`config.mk`:
```
export PLATFORM = sky130hd
export DESIGN_NAME = gsbt_timer
export DESIGN_NICKNAME = d
export VERILOG_FILES = /design/src/rtl/gsbt_pkg.sv /design/src/rtl/gsbt_tick_if.sv /design/src/rtl/gsbt_edge.sv /design/src/rtl/gsbt_presc.sv /design/src/rtl/gsbt_timer.sv
export VERILOG_INCLUDE_DIRS = /design/src /design/src/rtl
export SDC_FILE = /design/constraint.sdc
export NUM_CORES = 1
export LEC_CHECK = 0
export BUFFER_PORTS_ARGS = -buffer_cell sky130_fd_sc_hd__buf_2
export CAP_MARGIN = 20
export CORE_AREA = 2 2 108 89
export DETAILED_ROUTE_END_ITERATION = 6
export DIE_AREA = 0 0 110 91
export PLACE_DENSITY_LB_ADDON = 0.05
export RECOVER_POWER = 100
export SLEW_MARGIN = 20
export SYNTH_ARGS = -nofsm -noshare
export SYNTH_HDL_FRONTEND = slang
export SYNTH_HIERARCHICAL = 1
export SYNTH_SLANG_ARGS = --single-unit
export TNS_END_PERCENT = 20
```
`constraint.sdc`:
```
create_clock -name I_SYS_CLK -period 3.5 [get_ports I_SYS_CLK]
set_input_delay 0.35 -clock I_SYS_CLK [delete_from_list [all_inputs] [get_ports I_SYS_CLK]]
set_output_delay 0.35 -clock I_SYS_CLK [all_outputs]
set_load 0.05 [all_outputs]
```
`src/rtl/gsbt_defs.svh`:
```
// constants for the gated sixteen-bit timer
`ifndef GSBT_DEFS_SVH
`define GSBT_DEFS_SVH
`define GSBT_ADDR_CONTROL   12'h000
`define GSBT_ADDR_COUNT_LOW 12'h004
`define GSBT_ADDR_COUNT_HIGH 12'h008
`define GSBT_ADDR_STATUS    12'h00c
`define GSBT_CTL_TIMER_ON   0
`define GSBT_CTL_GATE_EN    1
`define GSBT_CTL_NO_SYNC    2
`define GSBT_CTL_OSC_EN     3
`define GSBT_CTL_PRESC_LSB  4
`define GSBT_CTL_SRC_LSB    6
`define GSBT_CTL_RESET      8'h00
`define GSBT_CTL_MASK       8'hff
`define GSBT_STS_OVF        0
`define GSBT_STS_OSC_RUN    1
`define GSBT_INSTR_DIV      2'h3
`define GSBT_OSC_SETTLE     10'h3ff
`endif

```
`src/rtl/gsbt_pkg.sv`:
```
// types for the gated sixteen-bit timer
package gsbt_pkg;
   typedef enum logic [1:0] {
      GSBT_SRC_INSTR,
      GSBT_SRC_SYS,
      GSBT_SRC_PIN,
      GSBT_SRC_CAPS
   } gsbt_src_t;
   typedef enum {
      GSBT_ARM_WAIT_LOW,
      GSBT_ARM_READY
   } gsbt_arm_t;
endpackage : gsbt_pkg

```
`src/rtl/gsbt_tick_if.sv`:
```
// tick carrier between the edge front end, prescaler and counter
`timescale 1ns/1ps
interface gsbt_tick_if;
   logic tick;    // one-cycle count pulse
   logic clear;   // clears prescaler and re-arms edge logic
   modport src (output tick, input clear);
   modport dst (input tick, output clear);
endinterface : gsbt_tick_if

```
`src/rtl/gsbt_edge.sv`:
```
// external source edge front end with optional synchroniser
`timescale 1ns/1ps
module gsbt_edge (
   input  wire logic   clk,           // system clock
   input  wire logic   rst_n,         // sync reset, active low
   input  wire logic   ext_level,     // selected external source level
   input  wire logic   no_sync,       // bypass the synchroniser
   input  wire logic   enable,        // timer on
   gsbt_tick_if.src    tick_o         // rising edge pulse out
);
   logic              sync1_q, sync1_d;
   logic              sync2_q, sync2_d;
   logic              prev_q,  prev_d;
   gsbt_pkg::gsbt_arm_t arm_q, arm_d;
   logic              lvl;

   // two-flop synchroniser is the safe path; bypass trades safety for latency
   always_comb begin
      sync1_d = ext_level;
      sync2_d = sync1_q;
      lvl     = no_sync ? ext_level : sync2_q;
      prev_d  = lvl;
      arm_d   = arm_q;
      tick_o.tick = 1'b0;
      if (!enable || tick_o.clear) begin
         arm_d = gsbt_pkg::GSBT_ARM_WAIT_LOW;
      end else begin
         case (arm_q)
            gsbt_pkg::GSBT_ARM_WAIT_LOW: if (!lvl) arm_d = gsbt_pkg::GSBT_ARM_READY;
            gsbt_pkg::GSBT_ARM_READY: tick_o.tick = lvl && !prev_q;
            default: arm_d = gsbt_pkg::GSBT_ARM_WAIT_LOW;
         endcase
      end
   end

   // edge state registers
   always_ff @(posedge clk) begin
      if (!rst_n) begin
         sync1_q <= 1'b0;
         sync2_q <= 1'b0;
         prev_q  <= 1'b0;
         arm_q   <= gsbt_pkg::GSBT_ARM_WAIT_LOW;
      end else begin
         sync1_q <= sync1_d;
         sync2_q <= sync2_d;
         prev_q  <= prev_d;
         arm_q   <= arm_d;
      end
   end
endmodule : gsbt_edge

```
`src/rtl/gsbt_presc.sv`:
```
// 1/2/4/8 prescaler on count ticks
`timescale 1ns/1ps
module gsbt_presc (
   input  wire logic   clk,           // system clock
   input  wire logic   rst_n,         // sync reset, active low
   input  wire logic [1:0] ratio,     // prescale select code
   gsbt_tick_if.dst    tick_i,        // raw ticks in, clear out
   input  wire logic   clr,           // count byte written
   output logic        o_tick         // divided tick
);
   logic [2:0] cnt_q, cnt_d;
   logic [2:0] lim;

   // code n divides by two to the n
   function automatic logic [2:0] div_limit(input logic [1:0] code);
      case (code)
         2'h0:    div_limit = 3'h0;
         2'h1:    div_limit = 3'h1;
         2'h2:    div_limit = 3'h3;
         default: div_limit = 3'h7;
      endcase
   endfunction : div_limit

   // prescale counter is hidden from software and cleared by count writes
   always_comb begin
      lim          = div_limit(ratio);
      tick_i.clear = clr;
      o_tick       = 1'b0;
      cnt_d        = cnt_q;
      if (clr) begin
         cnt_d = 3'h0;
      end else if (tick_i.tick) begin
         if (cnt_q >= lim) begin
            cnt_d  = 3'h0;
            o_tick = 1'b1;
         end else begin
            cnt_d = cnt_q + 3'h1;
         end
      end
   end

   // prescale register
   always_ff @(posedge clk) begin
      if (!rst_n) begin
         cnt_q <= 3'h0;
      end else begin
         cnt_q <= cnt_d;
      end
   end
endmodule : gsbt_presc

```
`src/rtl/gsbt_timer.sv`:
```
// top of the gated sixteen-bit timer with its apb register slave
//
// Function
// - sixteen-bit up-counter seen by software as high and low bytes
// - writing a count byte replaces that byte of the counter at once
// - instruction clock advances once per cycle; external advances per selected edge
// - off when timer_on low; always counts without gate_enable; gated otherwise
// - source_select picks instruction, system, external pin or sensing oscillator
// - system clock source adds four counts per instruction cycle
// - external sources count on rising edges
// - external source may be synchronised or used without synchroniser
// - a falling edge must precede first counted rise after enable or write
// - selected clock divided by 1, 2, 4 or 8 before counting
// - prescaler hidden from software, cleared by any count byte write
// - crystal_osc_enable starts the crystal oscillator, which runs through sleep
// - no_sync_select passes the external clock without synchronisation
// - asynchronous external counting continues in sleep, overflow wakes
// - switching sync mode may lose or add one increment
// - counter rolls from all ones to zero and sets the overflow flag
// - count byte reads return a stable value while counting asynchronously
//
// Decided for this implementation: the address map and the APB interface to the registers.
`timescale 1ns/1ps
`include "gsbt_defs.svh"
module gsbt_timer (
   input  wire logic        I_SYS_CLK,       // 100 MHz system clock
   input  wire logic        I_RESET_N,       // sync reset, active low
   input  wire logic        I_PSEL,          // apb select
   input  wire logic        I_PENABLE,       // apb access phase
   input  wire logic        I_PWRITE,        // apb direction
   input  wire logic [11:0] I_PADDR,         // apb byte address
   input  wire logic [31:0] I_PWDATA,        // apb write data
   output logic      [31:0] O_PRDATA,        // apb read data
   output logic             O_PREADY,        // apb ready
   output logic             O_PSLVERR,       // apb error
   input  wire logic        I_EXT_COUNT_CLOCK_PIN, // external count clock
   input  wire logic        I_CAPS_OSC,      // capacitive sensing oscillator
   input  wire logic        I_CRYSTAL_IN_PIN, // crystal oscillator input
   output logic             O_CRYSTAL_OUT_PIN, // crystal amplifier output
   input  wire logic        I_GATE_PERMIT,   // gate permit from gate logic
   input  wire logic        I_SLEEP,         // processor asleep
   output logic             O_OVERFLOW_FLAG, // overflow flag level
   output logic             O_WAKE           // wake request, one-cycle pulse
);
   logic [7:0]  ctl_q, ctl_d;
   logic [15:0] cnt_q, cnt_d;
   logic        ovf_q, ovf_d;
   logic [1:0]  icyc_q, icyc_d;
   logic [3:0]  sel;
   logic        step, roll;
   logic        wake_q, wake_d;
   logic [31:0] rdata_q, rdata_d;
   logic        slverr_q, slverr_d;
   logic [9:0]  osc_cnt_q, osc_cnt_d;
   logic        osc_run_q, osc_run_d;
   logic        osc_prev_q, osc_prev_d;
   logic        timer_on, gate_en, no_sync, osc_en;
   logic [1:0]  presc_sel;
   gsbt_pkg::gsbt_src_t src;
   logic        wr_low, wr_high, wr_ctl, wr_sts, apb_acc, addr_ok;
   logic        ext_level, ext_sel, raw_tick, div_tick, run, instr_pulse, inc;
   logic        sync_hold;
   logic        pre_tick;

   gsbt_tick_if tick_bus ();

   // control field decode
   assign timer_on  = ctl_q[`GSBT_CTL_TIMER_ON];
   assign gate_en   = ctl_q[`GSBT_CTL_GATE_EN];
   assign no_sync   = ctl_q[`GSBT_CTL_NO_SYNC];
   assign osc_en    = ctl_q[`GSBT_CTL_OSC_EN];
   assign presc_sel = ctl_q[`GSBT_CTL_PRESC_LSB +: 2];
   assign src       = gsbt_pkg::gsbt_src_t'(ctl_q[`GSBT_CTL_SRC_LSB +: 2]);

   // register map, one aligned word each, byte data in bits 7:0
   //    control: timer_on 0, gate_enable 1, no_sync_select 2,
   //             crystal_osc_enable 3, prescale_select 5:4, source_select 7:6
   //    count low, count high: live counter bytes, written directly
   //    status: overflow_flag 0 (write 0 clears), crystal running 1
   // one-hot register select, shared by write strobes and error check
   function automatic logic [3:0] reg_sel(input logic [11:0] addr);
      case (addr)
         `GSBT_ADDR_CONTROL:    reg_sel = 4'h1;
         `GSBT_ADDR_COUNT_LOW:  reg_sel = 4'h2;
         `GSBT_ADDR_COUNT_HIGH: reg_sel = 4'h4;
         `GSBT_ADDR_STATUS:     reg_sel = 4'h8;
         default:               reg_sel = 4'h0;
      endcase
   endfunction : reg_sel

   // apb decode; zero wait states because read data is staged in the setup cycle
   assign sel     = reg_sel(I_PADDR);
   assign apb_acc = I_PSEL && I_PENABLE;
   assign addr_ok = |sel;
   assign wr_ctl  = apb_acc && I_PWRITE && sel[0];
   assign wr_low  = apb_acc && I_PWRITE && sel[1];
   assign wr_high = apb_acc && I_PWRITE && sel[2];
   assign wr_sts  = apb_acc && I_PWRITE && sel[3];
   assign O_PREADY  = 1'b1;
   assign O_PRDATA  = rdata_q;
   assign O_PSLVERR = slverr_q;

   // external source choice; crystal drives the pin path when enabled
   assign ext_sel   = (src == gsbt_pkg::GSBT_SRC_PIN) || (src == gsbt_pkg::GSBT_SRC_CAPS);
   assign ext_level = (src == gsbt_pkg::GSBT_SRC_CAPS) ? I_CAPS_OSC :
                      (osc_en ? I_CRYSTAL_IN_PIN : I_EXT_COUNT_CLOCK_PIN);

   // crystal amplifier only inverts the input while enabled
   assign O_CRYSTAL_OUT_PIN = osc_en ? ~I_CRYSTAL_IN_PIN : 1'b0;

   // switching no_sync_select mid-count may gain or lose one step; callers tolerate it
   gsbt_edge u_edge (
      .clk       (I_SYS_CLK),
      .rst_n     (I_RESET_N),
      .ext_level (ext_level),
      .no_sync   (no_sync),
      .enable    (timer_on && ext_sel),
      .tick_o    (tick_bus)
   );

   // internal sources feed the prescaler directly; system clock ticks every cycle
   always_comb begin
      instr_pulse = (icyc_q == `GSBT_INSTR_DIV);
      case (src)
         gsbt_pkg::GSBT_SRC_INSTR: pre_tick = instr_pulse;
         gsbt_pkg::GSBT_SRC_SYS:   pre_tick = 1'b1;
         default:                  pre_tick = tick_bus.tick;
      endcase
      raw_tick = pre_tick && timer_on;
   end

   // prescaler sees raw ticks via a second carrier
   gsbt_tick_if presc_bus ();
   assign presc_bus.tick = raw_tick;

   gsbt_presc u_presc (
      .clk    (I_SYS_CLK),
      .rst_n  (I_RESET_N),
      .ratio  (presc_sel),
      .tick_i (presc_bus),
      .clr    (wr_low || wr_high),
      .o_tick (div_tick)
   );
   assign tick_bus.clear = presc_bus.clear;

   // gate only matters when both enables are set
   assign run = timer_on && (!gate_en || I_GATE_PERMIT);
   assign inc = div_tick && run;
   // sleep stops all sources except asynchronous external counting
   assign sync_hold = I_SLEEP && !(no_sync && ext_sel);

   // a counted step is dropped while sleep freezes the synchronous sources,
   // so only asynchronous external counting can roll over in sleep
   assign step = inc && !sync_hold;
   assign roll = step && (cnt_q == 16'hffff);

   // instruction phase runs free; count writes do not realign it,
   // so the first instruction tick after a write may come early
   always_comb begin
      icyc_d = icyc_q + 2'h1;
   end

   // instruction phase register
   always_ff @(posedge I_SYS_CLK) begin
      if (!I_RESET_N) begin
         icyc_q <= 2'h0;
      end else begin
         icyc_q <= icyc_d;
      end
   end

   // counter next value; a byte write replaces its byte, and the prescaler
   // clear drops any same-cycle step, so the other byte holds its value
   always_comb begin
      cnt_d = cnt_q;
      if (step) begin
         cnt_d = cnt_q + 16'h0001;
      end
      if (wr_low) begin
         cnt_d[7:0] = I_PWDATA[7:0];
      end
      if (wr_high) begin
         cnt_d[15:8] = I_PWDATA[7:0];
      end
   end

   // counter register
   always_ff @(posedge I_SYS_CLK) begin
      if (!I_RESET_N) begin
         cnt_q <= 16'h0000;
      end else begin
         cnt_q <= cnt_d;
      end
   end

   // overflow flag and wake request; a rollover in the same cycle
   // as a software clear wins, so no overflow is ever lost
   always_comb begin
      ovf_d  = ovf_q;
      wake_d = 1'b0;
      if (wr_sts && !I_PWDATA[`GSBT_STS_OVF]) begin
         ovf_d = 1'b0;
      end
      if (roll) begin
         ovf_d  = 1'b1;
         wake_d = I_SLEEP;
      end
   end

   // flag and wake registers
   always_ff @(posedge I_SYS_CLK) begin
      if (!I_RESET_N) begin
         ovf_q  <= 1'b0;
         wake_q <= 1'b0;
      end else begin
         ovf_q  <= ovf_d;
         wake_q <= wake_d;
      end
   end

   // crystal running indicator: counts settle edges after enable
   always_comb begin
      osc_prev_d = I_CRYSTAL_IN_PIN;
      osc_cnt_d  = osc_cnt_q;
      osc_run_d  = osc_run_q;
      if (!osc_en) begin
         osc_cnt_d = 10'h000;
         osc_run_d = 1'b0;
      end else if (I_CRYSTAL_IN_PIN && !osc_prev_q && !osc_run_q) begin
         osc_cnt_d = osc_cnt_q + 10'h001;
         osc_run_d = (osc_cnt_q == `GSBT_OSC_SETTLE);
      end
   end

   // crystal indicator registers; the edge history runs even while
   // disabled, so enabling never sees a stale rise
   always_ff @(posedge I_SYS_CLK) begin
      if (!I_RESET_N) begin
         osc_cnt_q  <= 10'h000;
         osc_run_q  <= 1'b0;
         osc_prev_q <= 1'b0;
      end else begin
         osc_cnt_q  <= osc_cnt_d;
         osc_run_q  <= osc_run_d;
         osc_prev_q <= osc_prev_d;
      end
   end

   // control register, written at the access edge
   always_comb begin
      ctl_d = ctl_q;
      if (wr_ctl) begin
         ctl_d = I_PWDATA[7:0] & `GSBT_CTL_MASK;
      end
   end

   // control register
   always_ff @(posedge I_SYS_CLK) begin
      if (!I_RESET_N) begin
         ctl_q <= `GSBT_CTL_RESET;
      end else begin
         ctl_q <= ctl_d;
      end
   end

   // read data and error are staged in the setup cycle so they stand
   // through the access edge with no wait state; the count bytes are
   // a snapshot of that cycle, so a read never sees a half-carried value
   always_comb begin
      rdata_d  = rdata_q;
      slverr_d = 1'b0;
      if (I_PSEL && !I_PENABLE) begin
         slverr_d = !addr_ok;
         if (!I_PWRITE) begin
            case (I_PADDR)
               `GSBT_ADDR_CONTROL:    rdata_d = {24'h000000, ctl_q};
               `GSBT_ADDR_COUNT_LOW:  rdata_d = {24'h000000, cnt_q[7:0]};
               `GSBT_ADDR_COUNT_HIGH: rdata_d = {24'h000000, cnt_q[15:8]};
               `GSBT_ADDR_STATUS:     rdata_d = {30'h00000000, osc_run_q, ovf_q};
               default:               rdata_d = 32'h00000000;
            endcase
         end
      end
   end

   // read data and error registers
   always_ff @(posedge I_SYS_CLK) begin
      if (!I_RESET_N) begin
         rdata_q  <= 32'h00000000;
         slverr_q <= 1'b0;
      end else begin
         rdata_q  <= rdata_d;
         slverr_q <= slverr_d;
      end
   end

   // flag is a level; wake is one cycle wide
   assign O_OVERFLOW_FLAG = ovf_q;
   assign O_WAKE          = wake_q;
endmodule : gsbt_timer

```
==> reports/metrics.csv <==
metric;value;unit
area_delta_synth_final;8.96;%
r2r_start;ctl_q[7];
combinational_family_with_the_most_area_after_synthesis;simple AND/OR/NAND/NOR gates;
r2r-end;O_WAKE;
cts-htree-levels;2;
holdCritPathClass;in -> reg;
kind_of_start_point_of_the_critical_path;primary input;
netlist_cell_types;52;
violations;max-capacitance violations, max-slew violations;
max-slew-margin-rel;-0.137;
globalRouteMet2Util;0.235;
drive_gt1_frac;0.127;
cellLeakagePower;1.19;nW
final.fill_count;955;
min_to;O_PSLVERR;
synth-seq-area-share;0.368;
postCtsSetupRepairBufs;0;
final_core_utilization;0.374;
drv_slew;45;
total_standard_cell_area_after_synthesis;3050;µm²
yosys-top-cells-count;56 x dfxtp_1, 35 x nand2_1, 26 x buf_4;
io-pin-count;91;
worst-setup-path-type;in -> reg;
post-synth-top-area-fraction;0.368;
ys_seq_elements;56;
holdCritStartpoint;I_PENABLE;
synth_warnings;6;
peakVddDrop;0.159;mV
cts_resized;0;
grt_most_used_layer;met2;
clock_insertion_delay_worst_skew;330;ps
routabilityCongestion;0.826;
numClockSinks;56;
regToRegSetupSlack;530;ps
holdBufCountCts;0;
synth-async-reset-ratio;0;
clock_tree.root_cell;clkbuf_8;
final-setup-viol-count;0;
average_footprint_of_a_synthesized_cell;8.75;µm²
fmax;0.323;GHz
synth_compound_gate_area_share;0.137;
outcome;finished with violations;
final_min_period_over_clock_period;0.885;
wire_length_of_the_first_global_routing_pass;12000;µm
synth_enable_flop_cells;0;
synth_simple_gate_area_share;0.238;
power_density_relative_to_cell_area;350;nW/µm²
timing.clock.skew;7.95;ps
synth_xor_area_frac;0.0633;
synth-main-ff-cell;dfxtp_1;
library_cell_with_the_largest_summed_area_after_synthesis;dfxtp_1;
hpwl;5390;µm
cts_buffers;5;
cap_viol_max_count;1;
synth.top_cells.by_area;dfxtp_1 37%, buf_4 6.4%, mux2i_1 5.6%;
portBuffers;41;
reg2regPathDepth;12;
cts.reportedPaths.clkPinSlew;110;ps
insertedDiodeCount;0;
hold_violations;0;
routed_wl;7390;µm
crit_path_max_fanout;4;
fp.dieArea;10000;µm²
grt_usage;0.154;
setup.worst_path.end_class;flop;
cts_tree;built;
worstMarginPinSlew;1710;ps
hold_depth;2;
post-route-drc-count;0;
routed-via-count;2434;
worstPathRequired;3720;ps
met3_resource_use_gr;0.0337;
ff_latch_area;1120;µm²
row_count;31;
overflow;0;
final_net_count;446;
antenna_violating_nets_post_route;0;
antenna_violations_before_repair;0;
rsz_0062_raised_after_global_routing;false;
grt_start_max_net_pins;45;
post-route-min-period;3100;ps
initial_core_util;0.343;
avgViaCountPerCell;4.86;
multiInputGateArea;1710;µm²
yosys-mux-area-fraction;0.0707;
timing.critical_path.arrival;3320;ps
setup-tns-final;0;ps
die_h;91;µm
wire_per_inst;14.7;µm
placeable_core_region;8880;µm²
cp-startpoint;I_PADDR[7];
detailedRoute.firstPassIterationCount;4;
met1_capacity_usage_during_global_routing;0.218;
yosysMostFrequentCell;dfxtp_1;
clockBufferDepth;2;
die_x;110;µm
synthCells;348;
first_global_vias;2375;
synth_fa_ha_area_frac;0.0288;
drt-initial-drc-count;89;
-- placed cells by master (no fill, tap or decap), drive strengths merged, types with 9 or more instances in the layout --
| cell type | synthesis | layout |
|---|---|---|
| o21ai | 25 | 25 |
| a21boi | 9 | 9 |
| clkbuf | 9 | 20 |
| nand3 | 16 | 16 |
| mux2i | 17 | 17 |
| nor2 | 14 | 14 |
| nor2b | 13 | 13 |
| dfxtp | 56 | 56 |
| a21oi | 21 | 21 |
| buf | 31 | 32 |
| nand2 | 35 | 35 |
| xor2 | 13 | 13 |
| conb | 2 | 25 |
| xnor2 | 9 | 9 |
-- state kept, by name, summed over array words and instances (netlist names), 2 cells and up --
name           cells
cnt_q             16
O_PRDATA           8
icyc_q             2
ctl_q              8
osc_cnt_q         10
u_presc/cnt_q      3
-- where the power goes --
group / switching [mW] / internal (mW)
combinational: 0.0936 / 0.0270
sequential: 0.00141 / 0.642
clock: 0.252 / 0.147
total: 0.347 / 0.815
-- worst max-delay path by stage --
stage	end	slack [ps]
after floorplan	O_OVERFLOW_FLAG	260
after global placement	cnt_q[1]	380
final	cnt_q[15]	400
after global routing	cnt_q[15]	190
after CTS	O_WAKE	510
after detailed placement	O_WAKE	390
-- per-stage QoR --
| step | setup WS [ps] | cell area (µm²) | hold WS (ps) | power, mW | std cells |
|---|---|---|---|---|---|
| after detailed placement | 387 | 3270 | 427 | 0.779 | 493 |
| final | 401 | 3320 | 222 | 1.16 | 501 |
| after CTS | 507 | 3360 | 210 | 1.18 | 501 |
| after global routing | 191 | 3320 | 219 | 1.21 | 501 |
| after global placement | 376 | 3270 | 409 | 0.779 | 493 |
| after floorplan | 261 | 3130 | 398 | 0.770 | 371 |
-- cell type report --
| cell class | count | share of cell area |
|---|---|---|
| timing repair buffer | 47 | 0.0683 |
| tap | 115 | 0.0434 |
| inverter | 5 | 0.00566 |
| sequential | 56 | 0.338 |
| clock inverter | 3 | 0.00754 |
| clock buffer | 5 | 0.0207 |
| multi-input combinational | 270 | 0.517 |
-- per-layer routing --
layer / wire (µm) / up-vias / part of all wire
met5: 0 / - / 0
met4: 104 / 0 / 0.014
met3: 363 / 10 / 0.049
met2: 3170 / 51 / 0.43
met1: 3740 / 1135 / 0.51
li1: - / 1238 / -
-- critical path, stage by stage --
cell       delay (ps)
buf_2              90
or4_2             660
nor4_1            430
and3_1            350
nand4bb_1         160
nor2_1             40
nand2b_1          140
o311a_1           130
and3b_1           180
nand2_1           110
buf_4             140
nor3_1            100
nand4_1           180
xor2_1            160
a21oi_1            80
-- logic make-up after synthesis --
group	after synthesis
fa+ha+maj	7
buf+inv	45
xor+xnor	22
simple gates	130
flops	56
compound gates	67
mux	19
other cells	2
(Power assumes the default switching activity.)
